$ cat src/pkg/hq_mode_pkg.sv
// Constants, encodings and band tables for the mode classifier and band grouper
package hq_mode_pkg;

	// ***********************************************************
	// Encodings
	// ***********************************************************
	typedef enum logic [1:0] {BW_NB, BW_WB, BW_SWB, BW_FB} bw_e;
	typedef enum logic [1:0] {RATE_7K2, RATE_8K0, RATE_13K2, RATE_16K4} rate_e;

	// ***********************************************************
	// Register map (byte addresses)
	// ***********************************************************
	localparam logic [7:0] OFS_CTRL   = 8'h00;
	localparam logic [7:0] OFS_STATUS = 8'h04;
	localparam logic [7:0] OFS_BANDS  = 8'h08;
	localparam logic [7:0] OFS_COUNTS = 8'h0C;
	localparam int         CTRL_BW_LSB   = 0;
	localparam int         CTRL_RATE_LSB = 2;
	localparam logic [1:0] CTRL_BW_RST   = 2'h0;
	localparam logic [1:0] CTRL_RATE_RST = 2'h0;

	// ***********************************************************
	// Sharpness analysis
	// ***********************************************************
	localparam int          MAG_W       = 16;
	localparam int          SUM_W       = MAG_W + 5;
	localparam int          CMP_W       = SUM_W + 6;
	localparam int          IDX_W       = 10;
	localparam int          SUBBAND_LOG = 5;
	localparam logic [4:0]  SUBBAND_LAST = 5'h1F;
	localparam logic [4:0]  J_FIRST     = 5'h03;
	localparam logic [4:0]  J_LOW_LAST  = 5'h07;
	localparam logic [4:0]  J_LAST      = 5'h10;
	// Sharp > 4.5  <=>  2*32*max > 9*sum ; Sharp > 3.6  <=>  5*32*max > 18*sum
	localparam logic [CMP_W-1:0] LOW_MAX_MUL  = 27'h0000040;
	localparam logic [CMP_W-1:0] LOW_SUM_MUL  = 27'h0000009;
	localparam logic [CMP_W-1:0] HIGH_MAX_MUL = 27'h00000A0;
	localparam logic [CMP_W-1:0] HIGH_SUM_MUL = 27'h0000012;
	localparam logic [MAG_W-1:0] PEAK_MIN     = 16'h000A;
	localparam logic [3:0] TOTAL_MIN   = 4'hA;
	localparam logic [3:0] HIGH_MIN    = 4'h5;
	localparam logic [3:0] VOTE_MAX    = 4'h8;
	localparam logic [3:0] VOTE_MIN    = 4'h0;
	localparam logic [3:0] VOTE_THR    = 4'h5;
	localparam logic [2:0] SHORT_BLOCKS = 3'h4;
	localparam logic [2:0] LONG_BLOCKS  = 3'h1;

	// ***********************************************************
	// Band partition lookup: {transient bands, normal bands, coefficients}
	// ***********************************************************
	function automatic logic [5:0] band_count(input bw_e bw, input rate_e rate, input logic transient);
		logic hi;
		hi = (rate == RATE_13K2) || (rate == RATE_16K4);
		case (bw)
			BW_NB:   band_count = transient ? (hi ? 6'h14 : 6'h10) : (hi ? 6'h13 : 6'h0D);
			BW_WB:   band_count = transient ? ((rate == RATE_16K4) ? 6'h1C : 6'h14)
			                                : ((rate == RATE_16K4) ? 6'h14 : 6'h12);
			default: band_count = transient ? 6'h20 : ((rate == RATE_16K4) ? 6'h18 : 6'h16);
		endcase
	endfunction

	function automatic logic [9:0] band_span(input bw_e bw, input rate_e rate);
		case (bw)
			BW_NB:   band_span = 10'h0A0;
			BW_WB:   band_span = 10'h140;
			default: band_span = (rate == RATE_16K4) ? 10'h280 : 10'h238;
		endcase
	endfunction

endpackage

$ cat src/logic/band_peak_acc.sv
// Peak and magnitude-sum accumulator over one 32-coefficient sub-band
`timescale 1ns/1ps
module band_peak_acc
	import hq_mode_pkg::*;
(
	// Clock and reset
	input  wire logic             pclk,
	input  wire logic             presetn,
	// Coefficient stream
	input  wire logic             in_valid,
	input  wire logic             in_first,
	input  wire logic             in_last,
	input  wire logic [MAG_W-1:0] in_mag,
	// Band result
	output logic                  done_q,
	output logic [MAG_W-1:0]      max_q,
	output logic [SUM_W-1:0]      sum_q
);

	typedef struct packed {
		logic             done;
		logic [MAG_W-1:0] run_max;
		logic [SUM_W-1:0] run_sum;
		logic [MAG_W-1:0] max;
		logic [SUM_W-1:0] sum;
	} acc_s;

	acc_s s_q;
	acc_s s_d;

	always_comb begin
		logic [MAG_W-1:0] m;
		logic [SUM_W-1:0] t;
		m = '0;
		t = '0;
		s_d = s_q;
		s_d.done = 1'b0;
		if (in_valid) begin
			m = in_first ? '0 : s_q.run_max;
			t = in_first ? '0 : s_q.run_sum;
			m = (in_mag > m) ? in_mag : m;
			t = t + SUM_W'(in_mag);
			s_d.run_max = m;
			s_d.run_sum = t;
			if (in_last) begin
				s_d.done = 1'b1;
				s_d.max  = m;
				s_d.sum  = t;
			end
		end
	end

	always_ff @(posedge pclk or negedge presetn) begin
		if (!presetn) begin
			s_q <= '0;
		end else begin
			s_q <= s_d;
		end
	end

	assign done_q = s_q.done;
	assign max_q  = s_q.max;
	assign sum_q  = s_q.sum;

endmodule // band_peak_acc

$ cat src/logic/hq_mode_classifier.sv
// Frame mode classifier and band grouper with APB register access
// Operation
// - SWB/FB at 13.2 or 16.4 kbps choose transient, normal or harmonic per frame.
// - NB/WB skip tonality estimation; choose transient or normal only.
// - Mode leaves as two bits: transient flag and harmonic flag.
// - NB/WB non-transient frames are always normal, never harmonic.
// - Tonality uses coefficients 96..543 as 14 sub-bands of 32, j = 3..16.
// - Peakiness is 32*peak/sum; zero sum gives zero peakiness.
// - Sub-band peak is the largest magnitude over 32j..32j+31.
// - Low count, cleared per frame, counts j 3..7 with peakiness above 4.5.
// - High count counts j 8..16 with peakiness above 3.6 and peak above 10.
// - Total at least 10 and high above 5 raises harmonic vote, else lowers.
// - Both votes start at zero and saturate between 0 and 8.
// - Harmonic if non-harmonic vote below 5 with condition, or harmonic vote >= 5.
// - Partition follows bandwidth: NB, WB, and SWB for both SWB and FB.
// - FB at the higher rates uses the SWB band count and boundaries.
// - Transient frames group four concatenated short-block spectra as one vector.
// - Band count depends on bandwidth, bitrate and mode.
//
// Chosen here: the address map and register access over APB.
`timescale 1ns/1ps
module hq_mode_classifier
	import hq_mode_pkg::*;
#(
	parameter int ADDR_W = 8
)(
	// Clock and reset
	input  wire logic              pclk,
	input  wire logic              presetn,
	// APB slave
	input  wire logic              psel,
	input  wire logic              penable,
	input  wire logic              pwrite,
	input  wire logic [ADDR_W-1:0] paddr,
	input  wire logic [31:0]       pwdata,
	output logic                   pready,
	output logic [31:0]            prdata,
	output logic                   pslverr,
	// Coefficient magnitudes from the transform stage
	input  wire logic              coef_valid,
	input  wire logic [MAG_W-1:0]  coef_mag,
	input  wire logic              coef_last,
	input  wire logic              frame_transient,
	// Mode and partition to the envelope stage
	output logic                   mode_transient,
	output logic                   mode_harmonic,
	output logic [5:0]             band_total,
	output logic [9:0]             coef_total,
	output logic [2:0]             short_blocks,
	output logic                   frame_done
);

	// ***********************************************************
	// Local constants
	// ***********************************************************
	// Only the low address byte is decoded; a wider bus sees the map repeat.
	localparam int                     DEC_MSB      = 7;
	localparam logic [SUBBAND_LOG-1:0] SUBBAND_ZERO = '0;

	// ***********************************************************
	// State
	// ***********************************************************
	typedef struct packed {
		// Control register
		bw_e              bw;
		rate_e            rate;
		// APB response
		logic             ready;
		logic [31:0]      rdata;
		logic             slverr;
		// Stream position and per-frame counts
		logic [IDX_W-1:0] idx;
		logic [4:0]       band_j;
		logic [2:0]       low_cnt;
		logic [3:0]       high_cnt;
		// Votes, kept from frame to frame
		logic [3:0]       harm_vote;
		logic [3:0]       nonharmonic_vote;
		// Decision pipeline
		logic             last1;
		logic             last2;
		logic             trans_pend;
		// Published frame result
		logic             transient;
		logic             harmonic;
		logic [5:0]       bands;
		logic [9:0]       span;
		logic [2:0]       blocks;
		logic             done;
	} top_s;

	top_s s_q;
	top_s s_d;

	logic             acc_done;
	logic [MAG_W-1:0] acc_max;
	logic [SUM_W-1:0] acc_sum;
	logic             in_range;
	logic             sub_first;
	logic             sub_last;

	// ***********************************************************
	// Sub-band window
	// ***********************************************************
	// The index runs straight through the frame, so the four short spectra of a
	// transient frame are one vector with no restart between them.
	// Coefficients outside j = 3..16 never reach the accumulator.
	assign in_range  = (s_q.idx[IDX_W-1:SUBBAND_LOG] >= J_FIRST)
	                && (s_q.idx[IDX_W-1:SUBBAND_LOG] <= J_LAST);
	assign sub_first = in_range && (s_q.idx[SUBBAND_LOG-1:0] == SUBBAND_ZERO);
	assign sub_last  = in_range && (s_q.idx[SUBBAND_LOG-1:0] == SUBBAND_LAST);

	// Peak and sum of a sub-band appear one cycle after its last coefficient
	band_peak_acc u_acc (
		.pclk     (pclk),
		.presetn  (presetn),
		.in_valid (coef_valid && in_range),
		.in_first (sub_first),
		.in_last  (sub_last),
		.in_mag   (coef_mag),
		.done_q   (acc_done),
		.max_q    (acc_max),
		.sum_q    (acc_sum)
	);

	// ***********************************************************
	// Next state
	// ***********************************************************
	always_comb begin
		logic [CMP_W-1:0] pk;
		logic [CMP_W-1:0] sm;
		logic             sharp_l;
		logic             sharp_h;
		logic [4:0]       total;
		logic             cond;
		logic             tonal;
		logic [3:0]       hv;
		logic [3:0]       nv;
		logic [31:0]      rd;
		logic             hit;
		pk      = CMP_W'(acc_max);
		sm      = CMP_W'(acc_sum);
		sharp_l = 1'b0;
		sharp_h = 1'b0;
		total   = 5'h00;
		cond    = 1'b0;
		tonal   = 1'b0;
		hv      = s_q.harm_vote;
		nv      = s_q.nonharmonic_vote;
		rd      = 32'h00000000;
		hit     = 1'b1;
		s_d      = s_q;
		s_d.done = 1'b0;

		// ***********************************************************
		// Stream bookkeeping
		// ***********************************************************
		// The index restarts on coef_last even in mid sub-band, so a short frame
		// leaves no partial band behind for the next one.
		if (coef_valid) begin
			s_d.idx = coef_last ? '0 : s_q.idx + IDX_W'(1);
			if (sub_last) begin
				s_d.band_j = s_q.idx[IDX_W-1:SUBBAND_LOG];
			end
			// The transient flag rides with the last coefficient until the decision
			if (coef_last) begin
				s_d.trans_pend = frame_transient;
			end
		end
		s_d.last1 = coef_valid && coef_last;
		s_d.last2 = s_q.last1;

		// ***********************************************************
		// Sub-band sharpness counts
		// ***********************************************************
		// A zero sum forces a zero peak, so both sides are zero and the test fails,
		// which is the zero-peakiness answer without a divider. The products stay
		// below 2^27 for any 16-bit magnitude, so nothing wraps.
		sharp_l = (pk * LOW_MAX_MUL) > (sm * LOW_SUM_MUL);
		sharp_h = (pk * HIGH_MAX_MUL) > (sm * HIGH_SUM_MUL);
		if (acc_done) begin
			if (s_q.band_j <= J_LOW_LAST) begin
				if (sharp_l) begin
					s_d.low_cnt = s_q.low_cnt + 3'h1;
				end
			end else if (sharp_h && (acc_max > PEAK_MIN)) begin
				s_d.high_cnt = s_q.high_cnt + 4'h1;
			end
		end

		// ***********************************************************
		// Vote update
		// ***********************************************************
		// Worked out every cycle and stored only at the frame decision, two cycles
		// after the last coefficient, so the final sub-band has been counted.
		total = 5'(s_q.low_cnt) + 5'(s_q.high_cnt);
		cond  = (total >= 5'(TOTAL_MIN)) && (s_q.high_cnt > HIGH_MIN);
		// Tonality runs only for the wide bandwidths at the two higher rates
		tonal = ((s_q.bw == BW_SWB) || (s_q.bw == BW_FB))
		     && ((s_q.rate == RATE_13K2) || (s_q.rate == RATE_16K4));
		if (cond) begin
			hv = (s_q.harm_vote < VOTE_MAX) ? s_q.harm_vote + 4'h1 : s_q.harm_vote;
			nv = (s_q.nonharmonic_vote > VOTE_MIN) ? s_q.nonharmonic_vote - 4'h1 : s_q.nonharmonic_vote;
		end else begin
			hv = (s_q.harm_vote > VOTE_MIN) ? s_q.harm_vote - 4'h1 : s_q.harm_vote;
			nv = (s_q.nonharmonic_vote < VOTE_MAX) ? s_q.nonharmonic_vote + 4'h1 : s_q.nonharmonic_vote;
		end

		// ***********************************************************
		// Frame decision
		// ***********************************************************
		// Frames that can never be harmonic leave both votes alone, so a switch of
		// bandwidth or rate does not drain what earlier frames built up.
		if (s_q.last2) begin
			s_d.done      = 1'b1;
			s_d.low_cnt   = 3'h0;
			s_d.high_cnt  = 4'h0;
			s_d.transient = s_q.trans_pend;
			s_d.harmonic  = 1'b0;
			if (!s_q.trans_pend && tonal) begin
				s_d.harm_vote        = hv;
				s_d.nonharmonic_vote = nv;
				s_d.harmonic = ((nv < VOTE_THR) && cond) || (hv >= VOTE_THR);
			end
			// FB shares the SWB rows of the lookup
			s_d.bands  = band_count(s_q.bw, s_q.rate, s_q.trans_pend);
			s_d.span   = band_span(s_q.bw, s_q.rate);
			s_d.blocks = s_q.trans_pend ? SHORT_BLOCKS : LONG_BLOCKS;
		end

		// ***********************************************************
		// Register read decode
		// ***********************************************************
		case (paddr[DEC_MSB:0])
			OFS_CTRL:   rd = {28'h0000000, s_q.rate, s_q.bw};
			OFS_STATUS: rd = {16'h0000,
			                  4'(s_q.nonharmonic_vote),
			                  s_q.harm_vote,
			                  5'h00,
			                  s_q.blocks == SHORT_BLOCKS,
			                  s_q.harmonic,
			                  s_q.transient};
			OFS_BANDS:  rd = {16'h0000, s_q.bands, s_q.span};
			OFS_COUNTS: rd = {24'h000000, 1'b0, s_q.low_cnt, s_q.high_cnt};
			default: begin
				rd  = 32'h00000000;
				hit = 1'b0;
			end
		endcase

		// ***********************************************************
		// APB handshake
		// ***********************************************************
		// One wait state, so pready, prdata and pslverr all leave straight from
		// flops; the cost is one extra cycle on every access.
		if (psel && penable && s_q.ready) begin
			s_d.ready  = 1'b0;
			s_d.slverr = 1'b0;
			if (pwrite && hit && (paddr[DEC_MSB:0] == OFS_CTRL)) begin
				s_d.bw   = bw_e'(pwdata[CTRL_BW_LSB +: 2]);
				s_d.rate = rate_e'(pwdata[CTRL_RATE_LSB +: 2]);
			end
		end else if (psel && penable) begin
			// Writes answer with zero data; an unmapped address is flagged, never applied
			s_d.ready  = 1'b1;
			s_d.rdata  = pwrite ? 32'h00000000 : rd;
			s_d.slverr = !hit;
		end else begin
			s_d.ready  = 1'b0;
			s_d.slverr = 1'b0;
		end
	end

	// ***********************************************************
	// Registers
	// ***********************************************************
	always_ff @(posedge pclk or negedge presetn) begin
		if (!presetn) begin
			// Reset is asynchronous; control comes back as narrowband at the
			// lowest rate, with one block per frame
			s_q      <= '0;
			s_q.bw   <= bw_e'(CTRL_BW_RST);
			s_q.rate <= rate_e'(CTRL_RATE_RST);
			s_q.blocks <= LONG_BLOCKS;
		end else begin
			s_q <= s_d;
		end
	end

	// ***********************************************************
	// Outputs
	// ***********************************************************
	assign pready         = s_q.ready;
	assign prdata         = s_q.rdata;
	assign pslverr        = s_q.slverr;
	assign mode_transient = s_q.transient;
	assign mode_harmonic  = s_q.harmonic;
	assign band_total     = s_q.bands;
	assign coef_total     = s_q.span;
	assign short_blocks   = s_q.blocks;
	assign frame_done     = s_q.done;

endmodule // hq_mode_classifier

$ cat config.mk
export PLATFORM = sky130hd
export DESIGN_NAME = hq_mode_classifier
export DESIGN_NICKNAME = d
export VERILOG_FILES = /design/src/pkg/hq_mode_pkg.sv /design/src/logic/band_peak_acc.sv /design/src/logic/hq_mode_classifier.sv
export SDC_FILE = /design/constraint.sdc
export NUM_CORES = 1
export LEC_CHECK = 0
export BUFFER_PORTS_ARGS = -buffer_cell sky130_fd_sc_hd__buf_2
export CORE_ASPECT_RATIO = 1.75
export CORE_MARGIN = 4
export CORE_UTILIZATION = 36
export CTS_CLUSTER_SIZE = 16
export DETAILED_ROUTE_END_ITERATION = 7
export SLEW_MARGIN = 15
export SYNTH_ARGS = -nofsm -noshare
export SYNTH_HDL_FRONTEND = slang
export SYNTH_SLANG_ARGS = --single-unit
$ cat constraint.sdc
create_clock -name pclk -period 4.3 [get_ports pclk]
set_clock_uncertainty 0.1 [all_clocks]
set_input_delay 0.43 -clock pclk [delete_from_list [all_inputs] [get_ports pclk]]
set_output_delay 0.43 -clock pclk [all_outputs]
set_load 0.005 [all_outputs]
==> metrics.sh, run 1 <==
RUN_STATUS='complete, but fails checks'
VIOLATIONS='hold timing'
DRT_WL_TOTAL_MM=32.6
PLACE.DETAILED.INSTANCES=1880
FMAX_MHz=234
SETUP_TNS_NS=0
SYNTH_ADDER_AREA_SHARE=0.156
CRITICAL_PATH.TOP_DELAY_FAMILY='compound AO/OA/AOI/OAI gates'
POST_DRT_VIA_CELL_RATIO=5.47
ANTENNA_FOUND_INITIAL=0
P_SWITCHING_uW=795
POST_CTS_HOLD_BUFFER_COUNT=0
LARGEST_FAMILY_OF_LOGIC_CELLS_BY_SYNTHESIZED_AREA='compound AO/OA/AOI/OAI gates'
CLKSINKCOUNT=142
WORST_EP_REQUIRED_TIME_NS=4.53
POST-ROUTE-DRC-COUNT=0
TIMING_WORST_SETUP_PATH_TYPE='reg -> reg'
WORSTMARGINPINSLEW_NS=0.891
SYNTH_XOR_AREA_FRAC=0.0462
CTS_HTREE_LEVELS=4
GRT_FIRST_PASS_WIRELENGTH_MM=53.0
AREA_DELTA_SYNTH_FINAL_PCT=19.3
HOLDWS_NS=-0.0445
CRITICAL_PATH_BUF_INV_COUNT=1
FIRST_GLOBAL_VIAS=10800
POWER.STATIC_LEAKAGE_nW=6.88
PLACEMENT.IO_BUFFERS=71
SHARE_SEQ_OF_TOTAL_POWER=0.441
FINALHOLDVIOLCOUNT=17
NETLIST_INSTANCES=1382
CTS.REPORTEDPATHS.CLKPINSLEW_NS=0.06
SYNTH_COMPOUND_GATE_AREA_SHARE=0.215
FINALPOWER_mW=3.12
CRITICAL_PATH.MAX_STAGE_DELAY_NS=0.44
SWSHARE=0.255
DETAIL-ROUTE-ANTENNA-NETS=0
CPMOSTUSEDCELL='ha_4'
ROUTED-VIA-COUNT=10500
FLOORPLAN.ROWS=87
YS_SEQ_ELEMENTS=142
CELL_INTERNAL_PWR_mW=2.32
YS_SEQ_AREA_FRAC=0.303
CP.ARRIVAL_NS=4.51
SYNTH.CELL_AREA_UM2=11700
POST-SYNTH-TOP-AREA-FRACTION=0.301
CTS_MAX_PATH_BUFFERS=2
FINAL_MIN_PERIOD_OVER_CLOCK_PERIOD=0.994
CLKLATENCYLATEPIN_NS=0.45
GRT.TOTAL_USAGE=0.186
SYNTH_CELL_TYPE_COUNT=82
CLOCKPOWERSHARE=0.488
COMB_POWER_SHARE=0.071
FINAL_PERIOD_MINUS_WORST_SETUP_SLACK_NS=4.28
WORSTSETUPENDPOINTTYPE='flop'
WORSTSETUPSTARTPOINTTYPE='flop'
FINALSETUPVIOLATIONS=0
FIN_NETS=1713
CTS_TREE='yes'
POST_ROUTE_CELLS_DRIVE_ABOVE_1_SHARE=0.205
MAX-CAP-VIOLATIONS=0
CELLPOWERDENSITY_nW_PER_UM2=223
HPWL_DETAILED_MM=25.5
POST_SYNTH_MAIN_AREA_CONTRIBUTORS='dfrtp_1 (30%), ha_1 (15%), nand2_1 (6.4%)'
POST_SYNTH.CELL_AREA_AVG_UM2=8.48
YOSYS.AREA_SHARE.SIMPLE=0.185
GRT_MAX_DEGREE=92
DRTITER0DRC=362
DESIGN.PORTCOUNT=120
FINAL-MAX-SLEW-VIOLATION-COUNT=0
FINAL.FILL_COUNT=3155
DIE_SPAN_IN_X_UM=144
DIE_H_UM=247
CTS-ROOT-BUF='clkbuf_16'
POST_SYNTH_ARST_SHARE=1.00
CRITICAL_PATH.CELL_CHAIN='ha_4 -> ha_4 -> inv_2 -> fa_2 -> nor2b_4 -> o2111ai_4 -> nand3_2 -> a31o_4 -> a21oi_4 -> o21ai_2 -> a21oi_2 -> o21bai_1 -> a21oi_1 -> xnor2_1 -> ha_1 -> nand4_1 -> nor4b_4 -> a22oi_2 -> a211oi_2 -> mux2_1'
SYNTH.MUX.AREA_FRACTION=0.0255
DIEAREA_UM2=35600
SLOWEST_STAGE='dfrtp_2'
DRTPASS1ITERATIONS=4
MIN-DELAY-PATH-CLASS='in -> async'
WL_PER_CELL_UM=17.0
SYNTH_LARGEST_AREA_CELL='dfrtp_1'
YOSYSWARNINGCOUNT=0
SLEW_HEADROOM=0.406
CORE_AREA_UM2=32200
PEAKVDDDROP_mV=0.270
INSERTEDDIODECOUNT=0
CP_MAX_FO=4
STDCELL_COUNT=1920
SYNTH_EDF_COUNT=0
SETUP_REPAIR_AFTER_GLOBAL_ROUTING_MISSED_ITS_MARGIN='true'
POSTSYNTH.TOPFLOPCELL='dfrtp_1'
LAYOUT_COMMON_CELLS='nand2_1 (198), dfrtp_1 (140), ha_1 (128), buf_4 (128), o21ai_0 (86)'
PLACE.GP.CONGESTION=0.892
CTS_INSERTED_BUFFERS=17
LAYOUT_COMMONEST_CELL='nand2_1'
OVERFLOW=0
INITIAL_CORE_UTIL=0.364
cell families (layout without fill, tap and decap cells):
group / count (synthesis) / after routing
compound gates: 386 / 386
xor+xnor: 54 / 54
fa+ha+maj: 144 / 144
buf+inv: 163 / 282
flops: 142 / 142
mux: 28 / 28
other cells: 1 / 20
simple gates: 464 / 464
power by group through the flow:
stage | registers (mW) | clock network (mW) | logic [mW]
after floorplan | 1.39 | 0 | 0.137
after global placement | 1.40 | 0 | 0.219
after detailed placement | 1.40 | 0 | 0.220
after CTS | 1.37 | 1.55 | 0.222
after global routing | 1.38 | 1.61 | 0.251
final | 1.37 | 1.52 | 0.221
layer usage:
metal / vias up / wire (um) / GRT usage
met4: 0 / 1680 / 0.0986
met2: 211 / 18000 / 0.356
met3: 89 / 987 / 0.0248
met5: - / 0 / 0
met1: 5019 / 12000 / 0.189
li1: 5186 / - / -
worst paths after layout:
kind	startpoint	endpoint	slack, ns	cells after the start
hold reg to reg	s_d[23]	s_q[23]	0.25	0
min in group pclk	frame_transient	s_q[22]	0.10	3
setup reg to reg	u_acc.max_q[3]	s_q[35]	0.02	20
hold / removal	presetn	u_acc.s_q[52]	-0.04	1
setup / recovery	u_acc.max_q[3]	s_q[35]	0.02	20
max in group asynchronous	presetn	short_blocks[0]	3.14	2
stage by stage:
| step | setup WS, ns | hold WS, ns | cell area (um2) | util |
|---|---|---|---|---|
| 2_1_floorplan | 0.0546 | 0.0344 | 11800 | - |
| 3_3_place_gp | -0.172 | 0.235 | 13000 | 0.402 |
| 3_5_place_dp | -0.270 | 0.247 | 13000 | 0.402 |
| 4_1_cts | 0.00194 | 0.00831 | 13700 | 0.424 |
| 5_1_grt | -0.200 | 0.0340 | 14000 | 0.434 |
| 6_report | 0.0241 | -0.0445 | 14000 | 0.434 |
what timing repair did:
item | in CTS | in global routing
pin swaps | 11 | 45
setup endpoints to repair | 24 | 44
gates resized for setup | 20 | 46
buffers inserted | 2 | 6
flip-flops by register name, summed over array words and instances, names as in the netlist:
signal / count
u_acc.s_q: 37
s_q: 33
u_acc.sum_q: 21
prdata: 16
u_acc.max_q: 16
band_total: 6
coef_total: 5
short_blocks: 2
frame_done: 1
mode_harmonic: 1
pready: 1
pslverr: 1
s_d: 1
u_acc.done_q: 1
cell type report:
cell class / count / area [um2] / share of cell area
clock buffer: 20 / 447 / 0.0319
multi-input combinational: 1096 / 7810 / 0.559
inverter: 50 / 188 / 0.0134
sequential: 142 / 3560 / 0.254
tap: 400 / 500 / 0.0358
clock inverter: 12 / 150 / 0.0107
timing repair buffer: 200 / 1330 / 0.0954
synthesized netlist by cell type (4+ instances only):
master     count
xnor2_1       29
a21o_1        32
a211oi_1      30
ha_1         138
nand2b_1      12
o31ai_1       20
mux2_2        10
o2111ai_1      4
mux2_1         5
xor2_1        20
clkbuf_1      56
o21ai_0       92
dfrtp_1      141
a2111oi_0     16
inv_1         49
o21bai_1       4
buf_4         53
nor3_1        18
or2_2          5
a21oi_1       80
or3_1          7
o22ai_1       18
mux2i_1       13
o21a_1        17
nor4_1        10
nor2_1        71
and3_1         9
nand4_1       14
fa_1           4
o211ai_1       4
nor2b_1       15
a31oi_1       13
a21boi_0       4
nand3b_1       5
nand2_1      199
a22oi_1       13
nand3_1       58
and2_1        28
a22o_1         5
No activity file was read; power rests on OpenSTA's default activity.
==> run 2: changes to the inputs <==
Settings changed: BUFFER_PORTS_ARGS -buffer_cell sky130_fd_sc_hd__buf_2 to default, DONT_BUFFER_PORTS from default to 1.
Clock period 4.3 ns to 3.7 ns, I/O delays scaled along.
==> metrics.sh, run 2 (synthesis results as in run 1) <==
FINAL.FILL_COUNT=3040
FINAL_DESIGN_AREA_NO_FILL_UM2=15300
CRITICAL_PATH.CELL_CHAIN='ha_1 -> ha_2 -> inv_1 -> fa_2 -> nand2b_4 -> a21o_2 -> buf_4 -> a211oi_2 -> or3_4 -> a211oi_1 -> a21o_1 -> ha_1 -> nand4_1 -> nor4b_4 -> a22oi_2 -> a211oi_2 -> mux2_1'
FINAL_MIN_PERIOD_OVER_CLOCK_PERIOD=1.13
WORSTSETUPSTARTPOINTTYPE='flop'
DRTITER0DRC=413
CELLPOWERDENSITY_nW_PER_UM2=241
USE_MET3=0.0325
DPL_WORST_SLACK_NS=-0.583
LAYOUT_COMMON_CELLS='buf_4 (201), nand2_1 (192), dfrtp_1 (139), ha_1 (116), o21ai_0 (74)'
CTS_INSERTED_BUFFERS=17
WORST_EP_REQUIRED_TIME_NS=3.92
GRT_MAX_DEGREE=143
CELL_INTERNAL_PWR_mW=2.82
GRT_FIRST_PASS_WIRELENGTH_MM=55.8
CRITICAL_PATH.MAX_STAGE_DELAY_NS=0.39
MAX-CAP-VIOLATIONS=0
WL_PER_CELL_UM=18.2
PEAKVDDDROP_mV=0.408
DRT_WL_TOTAL_MM=35.7
DESIGN.PORTCOUNT=120
COMB_POWER_SHARE=0.065
P_SWITCHING_uW=868
FINAL_PERIOD_MINUS_WORST_SETUP_SLACK_NS=4.17
AREA_DELTA_SYNTH_FINAL_PCT=30.4
GRT.TOTAL_USAGE=0.197
GRTUSAGEMET1=0.185
ANTENNA_FOUND_INITIAL=0
FIRST_GLOBAL_VIAS=11100
FINALHOLDVIOLCOUNT=142
SWSHARE=0.235
POST_CTS_HOLD_BUFFER_COUNT=21
GR-MAX-USAGE-LAYER='met2'
FMAX_MHz=240
WORSTMARGINPINSLEW_NS=0.641
POST-ROUTE-DRC-COUNT=0
FINAL_CORE_UTIL=0.475
RUN_STATUS='complete, but fails checks'
DRTPASS1ITERATIONS=5
SLOWEST_STAGE='dfrtp_1'
HOLDWS_NS=-0.483
SLEW_HEADROOM=0.571
CP_MAX_FO=3
MIN-DELAY-PATH-CLASS='in -> async'
SHARE_SEQ_OF_TOTAL_POWER=0.435
WORSTSETUPENDPOINTTYPE='flop'
CTS_MAX_PATH_BUFFERS=2
DIE_SPAN_IN_X_UM=144
DETAIL-ROUTE-ANTENNA-NETS=0
POST_ROUTE_CELLS_DRIVE_ABOVE_1_SHARE=0.271
POWER.STATIC_LEAKAGE_nW=7.28
INITIAL_CORE_UTIL=0.364
FINALSETUPVIOLATIONS=41
FLIP_FLOP_COUNT_OF_THE_LARGEST_REGISTER_AFTER_LAYOUT=37
CP.ARRIVAL_NS=4.39
ROUTED-VIA-COUNT=10800
FINAL-MAX-SLEW-VIOLATION-COUNT=0
DIE_H_UM=247
PLACE.GP.CONGESTION=0.895
CTS_TREE='yes'
PLACED_CELL_AREA_UM2=13300
MAX_FLOP_REGISTER='u_acc.s_q'
INSERTEDDIODECOUNT=0
SETUP_REPAIR_AFTER_GLOBAL_ROUTING_MISSED_ITS_MARGIN='true'
HPWL_DETAILED_MM=26.2
SETUP_TNS_NS=-4.24
TIMING_WORST_SETUP_PATH_TYPE='reg -> reg'
DIEAREA_UM2=35600
CLKSINKCOUNT=142
POST_DRT_VIA_CELL_RATIO=5.52
CLKLATENCYLATEPIN_NS=0.44
OVERFLOW=0
CLOCKPOWERSHARE=0.500
LAYOUT_SETUP_WS_NS=-0.473
GROUTE.LAYER.MET2.USAGE=0.389
FIN_NETS=1756
CTS-ROOT-BUF='clkbuf_16'
VIOLATIONS='hold timing, setup timing'
CORE_AREA_UM2=32200
LAYOUT_COMMONEST_CELL='buf_4'
FLOORPLAN.ROWS=87
CTS_HTREE_LEVELS=4
CTS.REPORTEDPATHS.CLKPINSLEW_NS=0.07
PLACEMENT.IO_BUFFERS=0
run 2: changes by cell type in the layout (fill, tap and decap cells not counted), moves of 10 or more:
cell / before / now
dlygate4sd3_1: 0 / 21
o22ai_2: 0 / 13
ha_1: 128 / 116
o22ai_1: 18 / 4
o21ai_0: 86 / 74
a211oi_1: 23 / 10
a2111oi_0: 16 / 6
buf_2: 70 / 0
buf_4: 128 / 201
a211oi_2: 8 / 18
run 2: timing repair:
action	in CTS	in global routing
cloned	1	2
resized for setup	73	116
endpoints found under the setup margin	51	53
hold endpoints to repair	165	142
pin swaps	70	44
buffers inserted	16	16
run 2: through the flow:
stage          power, mW  instances
2_1_floorplan       1.78       1401
3_3_place_gp        1.80       1878
3_5_place_dp        1.81       1878
4_1_cts             3.71       1947
5_1_grt             3.83       1963
6_report            3.69       1963
run 2: per-layer routing:
metal / vias up / share of wire
li1: 5272 / -
met1: 5185 / 0.34
met2: 277 / 0.56
met3: 111 / 0.039
met4: 0 / 0.057
met5: - / 0
run 2: layout make-up:
type,instances,area (um2),area share
inverters,50,188,0.0123
clock inverters,13,189,0.0124
repair buffers,242,2030,0.133
multi-input cells,1097,8390,0.549
well taps,400,500,0.0327
clock buffers,19,433,0.0283
flip-flops and latches,142,3560,0.233
run 2: power groups by stage:
stage	clock (mW)	combinational (mW)	sequential, mW
6_report	1.85	0.240	1.60
5_1_grt	1.96	0.263	1.61
4_1_cts	1.89	0.211	1.61
2_1_floorplan	0	0.163	1.62
3_3_place_gp	0	0.170	1.63
3_5_place_dp	0	0.173	1.63
run 2: worst max-delay path, delay by kind of cell (launching register included):
kind / cells / cell delay (ns)
flops: 1 / 0.39
compound gates: 6 / 1.09
mux: 1 / 0.34
simple gates: 4 / 0.80
buf+inv: 2 / 0.20
fa+ha+maj: 4 / 1.15
run 2: worst paths after layout:
| check | startpoint | endpoint | slack (ns) | depth (start not counted) |
|---|---|---|---|---|
| worst min-delay path | presetn | u_acc.s_q[54] | -0.48 | 0 |
| worst max register to register | u_acc.sum_q[1] | s_q[35] | -0.47 | 17 |
| worst max-delay path | u_acc.sum_q[1] | s_q[35] | -0.47 | 17 |
| max in group asynchronous | presetn | short_blocks[0] | 3.72 | 0 |
| worst min register to register | s_d[23] | s_q[23] | 0.26 | 0 |
| min in group pclk | coef_valid | s_q[48] | 0.04 | 3 |
